File: src/rtl/vic_pkg.sv
// Package: vectors, priorities, stack depth and carrier types for the irq unit
package vic_pkg;

  localparam int VIC_NSRC = 5;
  localparam int VIC_PC_W = 12;
  localparam int VIC_STACK_DEPTH = 8;

  // Source indices, highest priority first
  localparam int VIC_SRC_EXT = 0;
  localparam int VIC_SRC_TMR0 = 1;
  localparam int VIC_SRC_TMR1 = 2;
  localparam int VIC_SRC_TBASE = 3;
  localparam int VIC_SRC_ADC = 4;

  // Vector addresses
  localparam logic [VIC_PC_W-1:0] VIC_VEC_EXT = 12'h004;
  localparam logic [VIC_PC_W-1:0] VIC_VEC_TMR0 = 12'h008;
  localparam logic [VIC_PC_W-1:0] VIC_VEC_TMR1 = 12'h00C;
  localparam logic [VIC_PC_W-1:0] VIC_VEC_TBASE = 12'h010;
  localparam logic [VIC_PC_W-1:0] VIC_VEC_ADC = 12'h014;

  // Position of the external flag in the first control register
  localparam int VIC_EXT_FLAG_BIT = 4;

  // Reset values
  localparam logic [VIC_NSRC-1:0] VIC_FLAGS_RST = 5'h00;
  localparam logic [VIC_NSRC-1:0] VIC_EN_RST = 5'h00;
  localparam logic VIC_GIE_RST = 1'b0;
  localparam logic [VIC_PC_W-1:0] VIC_PC_RST = 12'h000;
  localparam logic [3:0] VIC_SP_RST = 4'h0;

  // Phase-two pulse divider: instruction cycle is four system clocks
  localparam int VIC_PHASE_DIV = 4;

  typedef enum logic [1:0] {
    VIC_ST_IDLE = 2'b00,
    VIC_ST_PUSH = 2'b01,
    VIC_ST_LOAD = 2'b10
  } vic_state_t;

  // Software side of the control registers
  typedef struct packed {
    logic [VIC_NSRC-1:0] en;      // Per-source enables
    logic gie_set;                // Pulse: set global enable
    logic gie_clr;                // Pulse: clear global enable
    logic [VIC_NSRC-1:0] flag_clr; // Pulses: software flag clear
    logic [VIC_NSRC-1:0] flag_set; // Pulses: software flag set
  } vic_sw_t;

  // Request to the core sequencer
  typedef struct packed {
    logic valid;
    logic [VIC_PC_W-1:0] vector;
    logic [VIC_PC_W-1:0] ret_pc;
  } vic_call_t;

endpackage

File: src/rtl/vic_phase_div.sv
// Divider producing the one-cycle phase-two pulse
`timescale 1ns/1ps
module vic_phase_div
  import vic_pkg::*;
#(
  parameter int DIV = VIC_PHASE_DIV
)
(
  input wire logic clk,     // System clock
  input wire logic resetn,  // Async reset, active low
  output logic pulse_q      // One-cycle phase-two pulse
);

  logic [7:0] cnt_q;

  always_ff @(posedge clk or negedge resetn)
  begin
    if (!resetn)
    begin
      cnt_q <= 8'h00;
      pulse_q <= 1'b0;
    end
    else if (cnt_q == 8'(DIV - 1))
    begin
      cnt_q <= 8'h00;
      pulse_q <= 1'b1;
    end
    else
    begin
      cnt_q <= cnt_q + 8'h01;
      pulse_q <= 1'b0;
    end
  end

endmodule

File: src/rtl/vic_ctrl.sv
// Vectored interrupt controller: flags, priority, stack and shared pin
`timescale 1ns/1ps

// Behaviour
// - Enabled source events set their request flag
// - Accept: push next PC, load vector
// - Return pops saved PC and resumes
// - Acceptance clears global enable automatically
// - Blocked requests still set and hold flags
// - Software re-enable inside routine permits nesting
// - Full stack blocks acknowledge until pop
// - Requests sampled and serviced on phase-two pulse
// - Vectors 04H, 08H, 0CH for ext, timers
// - Vectors 10H time base, 14H conversion
// - Fixed priority external first, conversion last
// - Global enable low services nothing
// - Per-source enables gate servicing
// - External needs global and external enable
// - External flag set on both pin edges
// - Pin is irq input under three conditions
// - External enable clear: pin is CMOS output
// - Servicing external clears flag bit 4
// - Flags hold until serviced or cleared
// - Servicing internal source clears its flag
// - Any pending enabled source wakes processor
module vic_ctrl
  import vic_pkg::*;
#(
  parameter int STACK_DEPTH = VIC_STACK_DEPTH
)
(
  input wire logic clk,                       // System clock
  input wire logic resetn,                    // Async reset, active low
  input vic_sw_t sw,                          // Software control strobes
  input wire logic [VIC_NSRC-1:1] src_event,  // Internal event pulses
  input wire logic ext_pin_in,                // Shared pin level
  input wire logic lcd_drive_enable,          // LCD drive owns the pin
  input wire logic shared_out_pin,            // Port output latch bit
  input wire logic [VIC_PC_W-1:0] next_pc,    // Address of next instruction
  input wire logic return_from_irq,           // Pulse: return executed
  input wire logic call_push,                 // Pulse: core pushed a call
  input wire logic call_pop,                  // Pulse: core popped a return
  output vic_call_t call_q,                   // Vector load to the core
  output logic [VIC_PC_W-1:0] resume_pc_q,    // Popped PC on return
  output logic resume_q,                      // Pulse: load resume_pc_q
  output logic global_irq_enable_q,           // Global enable state
  output logic [VIC_NSRC-1:0] flags_q,        // Request flags
  output logic ext_pin_out_q,                 // Shared pin output level
  output logic ext_pin_oe_q,                  // Shared pin output enable
  output logic wake_q,                        // Wake from power-down
  output logic [3:0] stack_ptr_q              // Stack occupancy
);

  // ------------------------------------------------------------
  // Phase-two pulse
  // ------------------------------------------------------------
  logic phase_two_pulse;

  vic_phase_div #(
    .DIV(VIC_PHASE_DIV)
  ) i_vic_phase_div (
    .clk(clk),
    .resetn(resetn),
    .pulse_q(phase_two_pulse)
  );

  // ------------------------------------------------------------
  // Helpers
  // ------------------------------------------------------------
  function automatic logic [VIC_PC_W-1:0] vic_vector(input logic [2:0] s);
    case (s)
      3'h0: vic_vector = VIC_VEC_EXT;
      3'h1: vic_vector = VIC_VEC_TMR0;
      3'h2: vic_vector = VIC_VEC_TMR1;
      3'h3: vic_vector = VIC_VEC_TBASE;
      default: vic_vector = VIC_VEC_ADC;
    endcase
  endfunction

  // Lowest index wins, so external always beats the internal ones
  function automatic logic [2:0] vic_pick(input logic [VIC_NSRC-1:0] r);
    vic_pick = 3'h0;
    for (int i = VIC_NSRC - 1; i >= 0; i--)
    begin
      if (r[i])
      begin
        vic_pick = 3'(i);
      end
    end
  endfunction

  // ------------------------------------------------------------
  // Shared pin and edge detection
  // ------------------------------------------------------------
  logic pin_is_irq;
  logic pin_prev_q;
  logic ext_edge;

  assign pin_is_irq = sw.en[VIC_SRC_EXT] && !lcd_drive_enable
                      && shared_out_pin;

  always_ff @(posedge clk or negedge resetn)
  begin
    if (!resetn)
    begin
      pin_prev_q <= 1'b0;
    end
    else
    begin
      pin_prev_q <= ext_pin_in;
    end
  end

  // Edge only counts while the pin is an input; avoids self-triggering
  // on our own output transitions
  assign ext_edge = pin_is_irq && (pin_prev_q != ext_pin_in);

  always_ff @(posedge clk or negedge resetn)
  begin
    if (!resetn)
    begin
      ext_pin_out_q <= 1'b0;
      ext_pin_oe_q <= 1'b0;
    end
    else
    begin
      ext_pin_out_q <= shared_out_pin;
      ext_pin_oe_q <= !sw.en[VIC_SRC_EXT];
    end
  end

  // ------------------------------------------------------------
  // Request flags
  // ------------------------------------------------------------
  logic [VIC_NSRC-1:0] raw_event;
  logic [VIC_NSRC-1:0] hw_set;
  logic [VIC_NSRC-1:0] svc_clr;
  logic accept;
  logic [2:0] pick;

  assign raw_event = {src_event, ext_edge};
  assign hw_set = raw_event & sw.en;

  always_comb
  begin
    svc_clr = '0;
    if (accept)
    begin
      svc_clr[pick] = 1'b1;
    end
  end

  // Set wins over any clear in the same cycle, so no event is lost;
  // flags ignore the global enable entirely
  always_ff @(posedge clk or negedge resetn)
  begin
    if (!resetn)
    begin
      flags_q <= VIC_FLAGS_RST;
    end
    else
    begin
      flags_q <= (flags_q & ~(svc_clr | sw.flag_clr))
                 | hw_set | sw.flag_set;
    end
  end

  // ------------------------------------------------------------
  // Arbitration
  // ------------------------------------------------------------
  logic [VIC_NSRC-1:0] pending;
  logic stack_full;
  vic_state_t state_q;

  assign pending = flags_q & sw.en;
  assign stack_full = (stack_ptr_q >= 4'(STACK_DEPTH));
  assign pick = vic_pick(pending);

  // Sampling on the phase-two pulse only gathers everything that
  // arrived since the previous pulse
  assign accept = phase_two_pulse && global_irq_enable_q
                  && (|pending) && !stack_full
                  && (state_q == VIC_ST_IDLE);

  always_ff @(posedge clk or negedge resetn)
  begin
    if (!resetn)
    begin
      global_irq_enable_q <= VIC_GIE_RST;
    end
    else if (accept)
    begin
      global_irq_enable_q <= 1'b0;
    end
    else if (sw.gie_set)
    begin
      global_irq_enable_q <= 1'b1;
    end
    else if (sw.gie_clr)
    begin
      global_irq_enable_q <= 1'b0;
    end
  end

  always_ff @(posedge clk or negedge resetn)
  begin
    if (!resetn)
    begin
      wake_q <= 1'b0;
    end
    else
    begin
      wake_q <= |pending;
    end
  end

  // ------------------------------------------------------------
  // Call sequencer and stack
  // ------------------------------------------------------------
  logic [VIC_PC_W-1:0] stack_mem_q [STACK_DEPTH];
  logic [2:0] pick_q;
  logic push_irq;
  logic pop_irq;

  assign push_irq = (state_q == VIC_ST_PUSH);
  assign pop_irq = return_from_irq && (stack_ptr_q != VIC_SP_RST);

  always_ff @(posedge clk or negedge resetn)
  begin
    if (!resetn)
    begin
      state_q <= VIC_ST_IDLE;
      pick_q <= 3'h0;
    end
    else
    begin
      case (state_q)
        VIC_ST_IDLE:
        begin
          if (accept)
          begin
            pick_q <= pick;
            state_q <= VIC_ST_PUSH;
          end
        end
        VIC_ST_PUSH:
        begin
          state_q <= VIC_ST_LOAD;
        end
        VIC_ST_LOAD:
        begin
          state_q <= VIC_ST_IDLE;
        end
        default:
        begin
          state_q <= VIC_ST_IDLE;
        end
      endcase
    end
  end

  // Stack is shared with ordinary calls; the core reports its own
  always_ff @(posedge clk or negedge resetn)
  begin
    if (!resetn)
    begin
      stack_ptr_q <= VIC_SP_RST;
    end
    else if ((push_irq || call_push) && !(pop_irq || call_pop))
    begin
      if (!stack_full)
      begin
        stack_ptr_q <= stack_ptr_q + 4'h1;
      end
    end
    else if ((pop_irq || call_pop) && !(push_irq || call_push))
    begin
      if (stack_ptr_q != VIC_SP_RST)
      begin
        stack_ptr_q <= stack_ptr_q - 4'h1;
      end
    end
  end

  // Push and pop in one cycle keep the pointer, so the top is replaced
  always_ff @(posedge clk)
  begin
    if ((push_irq || call_push) && (pop_irq || call_pop)
        && (stack_ptr_q != VIC_SP_RST))
    begin
      stack_mem_q[3'(stack_ptr_q - 4'h1)] <= next_pc;
    end
    else if (push_irq && !stack_full)
    begin
      stack_mem_q[stack_ptr_q[2:0]] <= next_pc;
    end
    else if (call_push && !stack_full)
    begin
      stack_mem_q[stack_ptr_q[2:0]] <= next_pc;
    end
  end

  always_ff @(posedge clk or negedge resetn)
  begin
    if (!resetn)
    begin
      call_q <= '0;
    end
    else if (push_irq)
    begin
      call_q.valid <= 1'b1;
      call_q.vector <= vic_vector(pick_q);
      call_q.ret_pc <= next_pc;
    end
    else
    begin
      call_q.valid <= 1'b0;
    end
  end

  always_ff @(posedge clk or negedge resetn)
  begin
    if (!resetn)
    begin
      resume_pc_q <= VIC_PC_RST;
      resume_q <= 1'b0;
    end
    else if (pop_irq)
    begin
      resume_pc_q <= stack_mem_q[3'(stack_ptr_q - 4'h1)];
      resume_q <= 1'b1;
    end
    else
    begin
      resume_q <= 1'b0;
    end
  end

endmodule

File: config.mk
export PLATFORM = sky130hd
export DESIGN_NAME = vic_ctrl
export DESIGN_NICKNAME = d
export VERILOG_FILES = /design/src/rtl/vic_pkg.sv /design/src/rtl/vic_phase_div.sv /design/src/rtl/vic_ctrl.sv
export SDC_FILE = /design/constraint.sdc
export NUM_CORES = 1
export LEC_CHECK = 0
export BUFFER_PORTS_ARGS = -buffer_cell sky130_fd_sc_hd__buf_4
export CAP_MARGIN = 20
export CORE_MARGIN = 5
export CORE_UTILIZATION = 35
export CTS_CLUSTER_SIZE = 30
export DETAILED_ROUTE_END_ITERATION = 12
export GPL_TIMING_DRIVEN = 0
export PLACE_DENSITY = 0.53
export SYNTH_ARGS = -nofsm -noshare
export SYNTH_HDL_FRONTEND = slang
export SYNTH_SLANG_ARGS = --single-unit
File: constraint.sdc
create_clock -name clk -period 5 [get_ports clk]
set_input_delay 0 -clock clk [delete_from_list [all_inputs] [get_ports clk]]
set_output_delay 0 -clock clk [all_outputs]
set_load 0.1 [all_outputs]
After elaboration in Yosys (flattened, before gate mapping). Memory sizes are Yosys's and may differ from the RTL's. A register that Yosys moved wholly into a read port is not among the register bits. Cells that the tools add are included. W data, S select, Z words.

Register bits after elaboration: 54. RAM bits: 96. Input port bits: 41. Output and inout port bits: 51. Word-level logic and storage cells: 106. Memories kept: 1.

Memory list: stack_mem_q (depth 8, width 12, rd ports 1, clocked after Yosys merged registers in 1, write ports 1, line vic_ctrl.sv:220) `logic [VIC_PC_W-1:0] stack_mem_q [STACK_DEPTH];`.

$add $sub $neg: 3. Magnitude comparators: 3. Eq/ne operators: 8. Multiplexer cells: 35. Bitwise operators: 8. Reductions and logical operators: 33.

Operators by type and width (number): $mux W12 (2); $pmux W5 S4 (1); $mux W3 (6); $mux W1 (17); $mux W4 (4); $and A5 B5 Y5 (3); $logic_and A1 B1 Y1 (15); $or A5 B5 Y5 (3); $reduce_or A12 Y1 (1); $add A8 B1 Y8 const B (1); $eq A8 B2 Y1 const B (1); $mux W8 (1); $eq A3 B2 Y1 const B (2); $logic_not A1 Y1 (6); $mux W5 (1); $not A5 Y5 (1); $reduce_or A5 Y1 (1); $add A4 B1 Y4 const B (1); $ge A4 B4 Y1 const B (1); $lt A3 B4 Y1 const B (1); $ne A2 B2 Y1 const B (2); $pmux W2 S2 (1); $reduce_bool A2 Y1 (2); $reduce_bool A4 Y1 (1); other kinds (14) (15).

Depth between registers and ports, before layout. Gate-level depths: netlist of the first run.

Depth after elaboration: 16. Mapped depth: 14. Gate-level depth less buffers: 11.

By module. Synthesis of the first run repeated with hierarchy kept, for this count alone.

Cell total of the unflattened synthesis: 456. Area, all modules: 6392.4 um^2.

By module, submodules not included: vic_ctrl (instances 1, cells an instance 426, area an instance 6008.3 um^2, seq. area each 4083.9 um^2); vic_phase_div (instances 1, cells an instance 30, area an instance 384.1 um^2, seq. area each 225.2 um^2).

Worst setup path after synthesis of the first run. OpenSTA, ideal clock, no wires.

Path type: reg-to-reg. Start: register stack_ptr_q[0]. End: memory stack_mem_q[3][0] (enable). Library setup time: 402 ps. Arrival: 3744 ps. Data required time: 4598 ps. Slack: 855 ps. Stages on the path, launching flop included: 12. Buffers on the path: 2. Clock period less this slack: 4145 ps. Cells stage by stage: dfrtp_1 buf_6 clkbuf_8 inv_1 ha_1 or3b_4 nand2_2 nand2b_1 ha_1 nor2b_1 nand2_1 o32ai_1.

Cells in the longest elaborated chain, start to end: 10. Elaborated cells between the ends (all ways): 23. Those cells by class: add/sub: 1; order compare: 1; mux: 11; bitwise: 1; reduce/logical: 9.

RTL lines: start, declared (line vic_ctrl.sv:51) `output logic [3:0] stack_ptr_q`; start signal, assigned (line vic_ctrl.sv:273) `stack_ptr_q <= stack_ptr_q + 4'h1;`; start signal, assigned (line vic_ctrl.sv:280) `stack_ptr_q <= stack_ptr_q - 4'h1;`; $ge A4 B4 Y1 / $reduce_bool A4 Y1 (equally long branches) (line vic_ctrl.sv:176, vic_ctrl.sv:226, vic_ctrl.sv:289); $logic_not A1 Y1 / $logic_and A1 B1 Y1 (equally long branches) (line vic_ctrl.sv:293, vic_ctrl.sv:297, vic_ctrl.sv:226); $logic_and A1 B1 Y1 / $logic_or A1 B1 Y1 (equally long branches) (line vic_ctrl.sv:297, vic_ctrl.sv:288); $mux W1 / $logic_and A1 B1 Y1 (equally long branches) (line vic_ctrl.sv:297, vic_ctrl.sv:288); $mux W1 / $logic_and A1 B1 Y1 (equally long branches) (line vic_ctrl.sv:293, vic_ctrl.sv:289); $mux W1 (line vic_ctrl.sv:288) `if ((push_irq || call_push) && (pop_irq || call_pop)`; $mux W1, on equally long branches (line vic_ctrl.sv:299, vic_ctrl.sv:295); $or A1 B1 Y1 (no line); $reduce_or A12 Y1 (no line); $mux W3 (no line) / $mux W1 (equally long branches); end, declared (line vic_ctrl.sv:220).

Parallel ways exist; a longest one is shown, timed or not.

Worst setup path after layout of the first run.
Start: register stack_ptr_q[0]. End: memory stack_mem_q[5][5] (enable).

Same word-level chain as after synthesis.

==> summary by stage, run 1 <==
Min path
The tightest min-delay check is of the input pin to register type. The number of instances on the worst hold path is 4.

Timing
The max-slew violation count is 0. The count of final setup violators is 0. The worst hold margin is 90.49 ps. For the finished layout, the period the worst path requires is 3882 ps. In this run the tightest slew margin relative to its limit is 0.3904. Setup repair after global routing left no endpoint under its margin. Static timing analysis puts the maximum clock frequency at 0.2576 GHz. The setup TNS is 0 ps. The total count of hold-check failures in the final report is 0. The pin slew with the least headroom to its limit is 914.4 ps. On the final layout, the worst clock skew is 7.170 ps. In the finished design, the share of the clock period the worst path needs comes to 0.7763.

Pwr
The net switching power is 2.699 mW. The leakage power summed over all cells is 3.283 nW. The share of power burned in the clock network is 0.199.

The switching power share of the total is 0.4571. The internal power contribution is 3.205 mW. Across the VDD grid, the largest voltage drop is 0.3701 mV. Of the total power, registers draw 0.316. Of the total power, combinational logic draws 0.485.

The power density over the cells is 710.9 mW/mm².

Yosys
The portion of netlist area occupied by mux cells is 0.08775. The area share of the leading cell type in the synthesized netlist is 0.4503. Among all flip-flop cells after synthesis, the most frequent one is sky130_fd_sc_hd__edfxtp_1. Ranked by total cell area, the synthesized netlist is headed by sky130_fd_sc_hd__edfxtp_1, sky130_fd_sc_hd__dfrtp_1, sky130_fd_sc_hd__mux2_2, sky130_fd_sc_hd__nand2_1, sky130_fd_sc_hd__o22ai_1. The synthesized cell area is 0.006402 mm². The post-synthesis share of cell area spent on full adders, half adders and majority gates is 0.009771. The number of library cell types mapped by synthesis is 54. Of the total synthesized cell area, the portion taken by AND, OR, NAND and NOR gates is 0.08071. The post-synthesis area per instance is 14.07 µm².

During synthesis, Yosys emitted a total of 0 warnings. In the post-synthesis netlist, the cell with the most instances is sky130_fd_sc_hd__edfxtp_1. Of all flip-flops after synthesis, the portion carrying an async set or reset was 0.3725. The xor-xnor portion of the synthesized cell area is 0.01915.

Yosys mapped a number of flops with a built-in enable equal to 96. Counting every instance in the synthesized netlist gives 455. The number of synthesized register bits is 153.

The synthesized-area fraction occupied by ao, oa, aoi and oai cells was 0.08970. By count the netlist is led by sky130_fd_sc_hd__edfxtp_1, sky130_fd_sc_hd__nand2_1, sky130_fd_sc_hd__dfrtp_1. The fraction of the yosys area taken by sequential cells is 0.6731.

The dominant cell type by area after synthesis is sky130_fd_sc_hd__edfxtp_1. The dominant combinational cell family by area after synthesis is compound AO/OA/AOI/OAI gates.

Finish
The share of layout cells above drive strength 1 is 0.3371. After filler insertion, the fill cell instance count of the layout stands at 1647. The number of antenna diodes in the final layout is 0. The number of nets in the layout is 647. The post-synthesis to final-layout area growth is 29.72%.

The end-of-flow core utilization is 0.4624. The number of cells in the finished layout apart from fillers is 843.

Routing
For this block, the initial DRC count from the detailed router was 191. The number of vias in the routed layout is 4122. The via density per instance is 4.890. The residual antenna-violating net count after detailed routing is 0. The total routed wirelength is 15.58 mm. For this run, design rule violations remaining after detail routing come to 0.

The average detailed-routed wire length per instance is 18.49 µm. The first-pass iteration count of the detailed router is 4.

GRT
The maximum number of pins on one net before global-route repair is 58. The residual overflow from global routing is 0. For this run, the total global-route usage over all layers was measured as 0.1503.

The number of global-route vias before repair is 4281. The number of antenna violations at the first check in global routing is 0. The first global-routing pass estimated 24.54 mm of wire.

CTS
In this run the clock root is driven by a sky130_fd_sc_hd__clkbuf_16. Clock-pin slew was measured on the worst setup and hold paths at 60 ps. The H-tree depth is 4. The clock latency of the later-clocked register in the worst-skew pair is 420 ps. CTS saw 153 sinks. The number of clock buffers inserted by TritonCTS is 17. The post-cts resize count is 0.

The maximum clock path buffer count is 2. The CTS tree is done.

Critical path
STA classifies the critical path startpoint as a register. The endpoint of the most critical setup path is stack_mem_q[5][5]$_DFFE_PP_. The number of cells on the worst reg-to-reg path is 11.

The critical path data required time is 5040 ps. The critical path starts at stack_ptr_q[0]$_DFFE_PN0P_. Of all nets on the critical path, the largest fanout is 12. The setup path with the least slack is of type register to register. The arrival time of data at the critical path endpoint is 3920 ps. In this run the critical register-to-register path is launched from stack_ptr_q[0]$_DFFE_PN0P_.

The register-to-register setup slack is 1120 ps. The endpoint identified for the worst register-to-register timing path is stack_mem_q[5][5]$_DFFE_PP_. The worst setup path is captured at a register.

Place
Port buffering added 82 buffers. The congestion estimate from routability-driven global placement came to 0.7852. The placed instance count is 778. The sum of net half-perimeters after detailed placement is 10.56 mm.

Floorplan
The initial standard-cell utilization of the core is 0.3564. The die boundary height is 145.3 µm. The core region is 0.01796 mm². The die area is 0.02110 mm².

Row generation in the floorplan step produced 49 rows. The die width is 145.3 µm. The count of pins on the block boundary is 92.

Flow run
The count of max-cap constraint violations is 0.

Outcome
The run finished with clean final reports.
[kinds of logic (layout without fill, tap and decap cells)]
group	after synthesis	count (layout)
AOI/OAI and AO/OA	77	77
xor gates and xnor gates	14	14
adders and majority gates	5	5
buffers and inverters	46	197
DFF	153	153
muxes	50	50
other	1	9
and+or+nand+nor	109	109
[power by group through the flow]
stage,combinational (mW),sequential (mW),clock (mW)
5_1_grt,3.03,1.90,1.25
4_1_cts,2.89,1.87,1.20
3_3_place_gp,2.75,1.89,0
6_report,2.86,1.87,1.18
2_1_floorplan,1.12,2.80,0
3_5_place_dp,2.87,1.89,0
[worst min path at each step]
stage	start	to	slack [ps]
final	sw[14]	pick_q[1]$_DFFE_PN0P_	90
after global routing	sw[14]	pick_q[1]$_DFFE_PN0P_	120
after CTS	sw[14]	pick_q[1]$_DFFE_PN0P_	70
after detailed placement	shared_out_pin	ext_pin_out_q$_DFF_PN0_	120
after global placement	shared_out_pin	ext_pin_out_q$_DFF_PN0_	120
after floorplan	resetn	call_q[0]$_DFFE_PN0P_	-300
[registers in the layout, indices dropped and copies added (netlist names)]
register                 flops
stack_mem_q                 96
global_irq_enable_q          1
resume_q                     1
pick_q                       3
wake_q                       1
ext_pin_out_q                1
state_q                      2
call_q                      16
i_vic_phase_div.pulse_q      1
i_vic_phase_div.cnt_q        8
resume_pc_q                 12
pin_prev_q                   1
stack_ptr_q                  4
ext_pin_oe_q                 1
flags_q                      5
[layer usage]
metal / GRT usage / routed length [µm]
met1: 0.1878 / 6742
met4: 0.03638 / 159
met3: 0.04802 / 892
met5: 0 / 0
met2: 0.2548 / 7790
[critical path: stages (launching register included)]
cell and delay, ps:
sky130_fd_sc_hd__dfrtp_1 440, sky130_fd_sc_hd__buf_6 190, sky130_fd_sc_hd__clkbuf_8 180, sky130_fd_sc_hd__inv_1 130, sky130_fd_sc_hd__ha_1 210, sky130_fd_sc_hd__or3b_4 440, sky130_fd_sc_hd__nand2_2 190, sky130_fd_sc_hd__nand2b_1 110
sky130_fd_sc_hd__ha_1 300, sky130_fd_sc_hd__a221oi_2 330, sky130_fd_sc_hd__a32oi_1 210, sky130_fd_sc_hd__o22ai_2 760
[cells in the final DEF, fill, tap and decap left out, types with 7 or more instances in the layout]
| cell | netlist | layout |
|---|---|---|
| sky130_fd_sc_hd__edfxtp_1 | 96 | 96 |
| sky130_fd_sc_hd__buf_4 | 11 | 93 |
| sky130_fd_sc_hd__nand2_1 | 66 | 66 |
| sky130_fd_sc_hd__dfrtp_1 | 57 | 57 |
| sky130_fd_sc_hd__mux2_2 | 49 | 49 |
| sky130_fd_sc_hd__dlygate4sd3_1 | 0 | 33 |
| sky130_fd_sc_hd__o22ai_1 | 28 | 24 |
| sky130_fd_sc_hd__inv_1 | 17 | 17 |
| sky130_fd_sc_hd__clkbuf_16 | 0 | 17 |
| sky130_fd_sc_hd__o31ai_1 | 13 | 13 |
| sky130_fd_sc_hd__xnor2_1 | 11 | 11 |
| sky130_fd_sc_hd__nand3_1 | 10 | 10 |
| sky130_fd_sc_hd__buf_2 | 10 | 10 |
| sky130_fd_sc_hd__conb_1 | 1 | 9 |
| sky130_fd_sc_hd__nor2_1 | 8 | 8 |
| sky130_fd_sc_hd__clkbuf_1 | 3 | 7 |
[metrics by stage]
step / instance area [µm²] / setup WS [ps] / total power, mW
after detailed placement: 7435 / 1075 / 4.755
after CTS: 8305 / 1074 / 5.967
after global placement: 7335 / 1.727 / 4.638
final: 8305 / 1118 / 5.904
after floorplan: 6432 / 854.6 / 3.927
after global routing: 8305 / 905.8 / 6.183
[area by class of cell]
cell class / instances / area [µm²] / area share
multi-input combinational: 264 / 1927 / 0.2320
timing repair buffer: 119 / 991.0 / 0.1193
tap: 229 / 286.5 / 0.03450
buffer: 28 / 183.9 / 0.02215
inverter: 18 / 67.56 / 0.008135
clock buffer: 21 / 440.4 / 0.05303
clock inverter: 11 / 100.1 / 0.01205
sequential: 153 / 4309 / 0.5188
[timing repair]
item	CTS	global route
endpoints found under the hold margin	178	0
buffers inserted	0	0
hold buffers	33	0
(Power assumes the default switching activity.)
==> run 2: changes to the inputs <==
Settings changed: ABC_AREA from default to 1, PLACE_DENSITY 0.53 to 0.55.
Clock period 5 ns to 3.4 ns, I/O delays scaled along.
==> run 2 against run 1 <==
Fmax grew 20%. Setup slack lost 960 ps. Sequential share of layout area shrank 1.6 points.
==> summary by stage, run 2 <==
Outcome
Result of the run: completed (unchanged).

Critical path
Worst path cell trace: buf_2 > clkinv_2 > buf_6 > ha_2 > nand3_1 > nand2_2 > inv_1 > nor2_2 > inv_1 > ha_1 > nand2_1 > nand3_4 > o21ai_2 > nand2_2 > nor2_4 > buf_6 (was buf_6 > clkbuf_8 > inv_1 > ha_1 > or3b_4 > nand2_2 > nand2b_1 > ha_1 > a221oi_2 > a32oi_1 > o22ai_2). The critical path data required time was 3530 ps (was 5040 ps). The reg-to-reg startpoint is stack_ptr_q[0]$_DFFE_PN0P_ (unchanged). The critical path endpoint category is a register (unchanged).

The largest fanout of any net on the critical path came to 10 (was 12). The cell type of the slowest stage on the worst timing path is sky130_fd_sc_hd__dfrtp_2 (was sky130_fd_sc_hd__o22ai_2). The largest delay contributor family on the critical path is simple AND/OR/NAND/NOR gates (was compound AO/OA/AOI/OAI gates). The buffering stage count on the worst path with inverters included is 6 (was 3). The start point of the critical path is stack_ptr_q[0]$_DFFE_PN0P_ (unchanged). The sort of element at the start of the critical path is a register (unchanged). The maximum single-stage delay on the critical path came to 430 ps (was 760 ps). The type of the worst setup path is register to register (unchanged).

The arrival time of data at the critical path endpoint was 3360 ps (was 3920 ps).

Timing
The total count of hold-check failures in the final report came to 0 (unchanged). The final period utilization is 0.9521 (was 0.7763). The max-slew violation count came to 0 (unchanged). The pin slew with the least headroom to its limit came to 756.7 ps (was 914.4 ps). The top achievable clock speed is 0.3089 GHz (was 0.2576 GHz). The post-layout minimum cycle time is 3237 ps (was 3882 ps). The final setup skew came to 10.83 ps (was 7.170 ps). The remaining max-slew budget at the tightest pin is 0.4956 (was 0.3904). The count of final setup violators was 0 (unchanged).

Routing
The residual antenna-violating net count after detailed routing is 0 (unchanged). The first-pass iteration count of the detailed router is 5 (was 4). The average detailed-routed wire length per instance is 16.45 µm (was 18.49 µm). The post-route DRC violation count came to 0 (unchanged). The number of vias in the routed layout is 4642 (was 4122).

The total routed wirelength is 16.04 mm (was 15.58 mm). The via density per instance is 4.761 (was 4.890). The first-iteration detailed-routing DRC count is 277 (was 191).

Finish
The count of inserted antenna diode cells is 0 (unchanged). Top library cells by usage in the layout, fill and taps aside: sky130_fd_sc_hd__nand2_1, sky130_fd_sc_hd__buf_4, sky130_fd_sc_hd__edfxtp_1 (was sky130_fd_sc_hd__edfxtp_1, sky130_fd_sc_hd__buf_4, sky130_fd_sc_hd__nand2_1). The number of fillers in the final layout came to 1616 (was 1647).

The flip-flop count of the largest register, all copies and words added is 96 (unchanged). The number of nets in the layout is 779 (was 647). The register ranked first by flip-flop count is stack_mem_q (unchanged). Top Registers: stack_mem_q (96), call_q (16), resume_pc_q (12) (unchanged).

The number of cells in the finished layout apart from fillers is 975 (was 843). The post-synthesis to final-layout area growth came to 35.23% (was 29.72%). The commonest non-fill, non-tap cell in the layout is sky130_fd_sc_hd__nand2_1 (was sky130_fd_sc_hd__edfxtp_1). The share of layout cells above drive strength 1 is 0.2399 (was 0.3371).

Floorplan
The initial standard-cell utilization of the core was 0.3541 (was 0.3564). The die width was 144.6 µm (was 145.3 µm). The count of standard-cell rows came to 49 (unchanged). The total core area is 0.01790 mm² (was 0.01796 mm²).

The die area is 0.02090 mm² (was 0.02110 mm²). The count of pins on the block boundary was 92 (unchanged). The die boundary height was 144.6 µm (was 145.3 µm).

Yosys
Commonest cells in the synthesized netlist: sky130_fd_sc_hd__nand2_1, sky130_fd_sc_hd__nor2_1, sky130_fd_sc_hd__edfxtp_1 (was sky130_fd_sc_hd__edfxtp_1, sky130_fd_sc_hd__nand2_1, sky130_fd_sc_hd__dfrtp_1). The number of library cell types mapped by synthesis was 30 (was 54). The post-synthesis area per instance is 11.01 µm² (was 14.07 µm²).

The area share of the leading cell type in the synthesized netlist is 0.4547 (was 0.4503). The number of warnings issued by yosys came to 0 (unchanged). The synthesized cell area came to 0.006340 mm² (was 0.006402 mm²). The cell with the most instances after synthesis is sky130_fd_sc_hd__nand2_1 (was sky130_fd_sc_hd__edfxtp_1). The synthesized instance count is 576 (was 455).

The number of synthesized register bits came to 153 (unchanged). The async set or reset register ratio after synthesis came to 0.3725 (unchanged). The number of synthesized flops with an enable pin was 96 (unchanged). The fraction of the yosys area taken by sequential cells was 0.6797 (was 0.6731). The dominant cell type by area after synthesis is sky130_fd_sc_hd__edfxtp_1 (unchanged).

The predominant post-synthesis flop cell was sky130_fd_sc_hd__edfxtp_1 (unchanged). Top cells by area in the synthesized netlist: sky130_fd_sc_hd__edfxtp_1, sky130_fd_sc_hd__dfrtp_1, sky130_fd_sc_hd__nand2_1, sky130_fd_sc_hd__nor2_1, sky130_fd_sc_hd__o21ai_0 (was sky130_fd_sc_hd__edfxtp_1, sky130_fd_sc_hd__dfrtp_1, sky130_fd_sc_hd__mux2_2, sky130_fd_sc_hd__nand2_1, sky130_fd_sc_hd__o22ai_1).

CTS
The root buffer cell was sky130_fd_sc_hd__clkbuf_16 (unchanged). The maximum clock path buffer count was 2 (unchanged). The clock edge transition at the registers on the reported setup and hold paths is 60 ps (about the same). The TritonCTS sink count was 153 (unchanged).

The number of clock buffers inserted by TritonCTS is 17 (unchanged). The CTS tree is done (unchanged). The clock latency of the later-clocked register in the worst-skew pair came to 420 ps (about the same). The H-tree depth was 4 (unchanged).

GRT
The number of antenna violations at the first check in global routing is 0 (unchanged). The number of global-route vias before repair came to 4693 (was 4281). The maximum number of pins on one net before global-route repair is 58 (unchanged).

The first-pass GRT wire length is 25.13 mm (was 24.54 mm). The overall fraction of global-route tracks in use is 0.1599 (was 0.1503). The residual overflow from global routing is 0 (unchanged).

Place
The global placement routability congestion came to 0.8085 (was 0.7852). The sum of net half-perimeters after detailed placement came to 10.83 mm (was 10.56 mm). The port buffer count is 82 (unchanged).

The placed instance count is 899 (was 778).

Min path
The worst hold-check path type is input pin to register (unchanged). The startpoint of the tightest hold check path is sw[15] (was sw[14]).

Flow run
The count of max-cap constraint violations is 0 (unchanged).
## run 2: changes by cell type in the layout (fill, tap and decap cells not counted), sizes merged, moves of 12 or more
cell / delta
o21ai: +60
mux2: -49
o31ai: -13
nor2: +90
inv: +15
o211ai: +23
o22ai: -28
nand2: +49
nand3: +12
## run 2: tightest hold or removal path, stage by stage
cell	delay [ps]
sky130_fd_sc_hd__buf_4	110
sky130_fd_sc_hd__nand2_1	60
sky130_fd_sc_hd__nand2_1	80
sky130_fd_sc_hd__nand2_1	70
sky130_fd_sc_hd__o21ai_0	70
## run 2: what timing repair did
item,in CTS,in global routing
pin swaps,6,0
setup buffers,8,1
hold buffers,35,0
endpoints found under the setup margin,96,96
gates resized for setup,24,15
endpoints found under the hold margin,177,0
cloned,0,0
## run 2: area by class of cell
type | count | area [µm²] | share of cell area
Buffer | 31 | 173.9 | 0.02029
Clock buffer | 20 | 436.7 | 0.05093
Clock inverter | 12 | 222.7 | 0.02598
Inverter | 34 | 128.9 | 0.01503
Multi-Input combinational cell | 366 | 1886 | 0.2199
Sequential cell | 153 | 4310 | 0.5028
Tap cell | 229 | 286.5 | 0.03342
Timing Repair Buffer | 130 | 1129 | 0.1316
## run 2: stage by stage
stage	instance area (µm²)	setup slack (ps)	utilization	hold WS (ps)	TNS, ps
after detailed placement	7315	-743.9	0.4086	126.8	-50260
after CTS	8507	2.970	0.4752	8.763	0
after global placement	7273	-711.5	0.4063	107.9	-64620
after floorplan	6371	-40.52	-	-295.6	-3525
after global routing	8573	-71.44	0.4789	65.47	-1517
final	8573	162.8	0.4789	26.44	0
## run 2: final timing paths
kind,slack [ps],end,cells past startpoint
worst max-delay path,160,stack_mem_q[7][3]$_DFFE_PP_,16
worst min-delay path,30,pick_q[1]$_DFFE_PN0P_,5
worst max register to register,160,stack_mem_q[7][3]$_DFFE_PP_,16
worst min register to register,470,i_vic_phase_div.cnt_q[0]$_DFF_PN0_,1
max in group asynchronous,2690,stack_ptr_q[0]$_DFFE_PN0P_,2
min in group asynchronous,160,resume_pc_q[8]$_DFFE_PN0P_,2
## run 2: logic make-up (layout without fill, tap and decap cells)
| logic type | Yosys count | after routing | share of synthesized area |
|---|---|---|---|
| AOI/OAI and AO/OA | 96 | 96 | 0.09434 |
| xor gates and xnor gates | 8 | 8 | 0.01224 |
| adders and majority gates | 5 | 5 | 0.009868 |
| buffers and inverters | 65 | 227 | 0.04658 |
| DFF | 153 | 153 | 0.6797 |
| other | 1 | 9 | 0.0005915 |
| and+or+nand+nor | 248 | 248 | 0.1567 |
## run 2: metal layers
| metal | vias to the layer above | GRT usage | share of wire |
|---|---|---|---|
| li1 | 2264 | - | - |
| met1 | 2231 | 0.2070 | 0.43 |
| met2 | 130 | 0.2699 | 0.50 |
| met3 | 17 | 0.03704 | 0.056 |
| met4 | 0 | 0.04566 | 0.011 |
| met5 | - | 0 | 0 |
Power of run 2 is left out: the tool's default activity adds up to more than one toggle a clock period on the data nets, which glitch-free logic cannot reach.
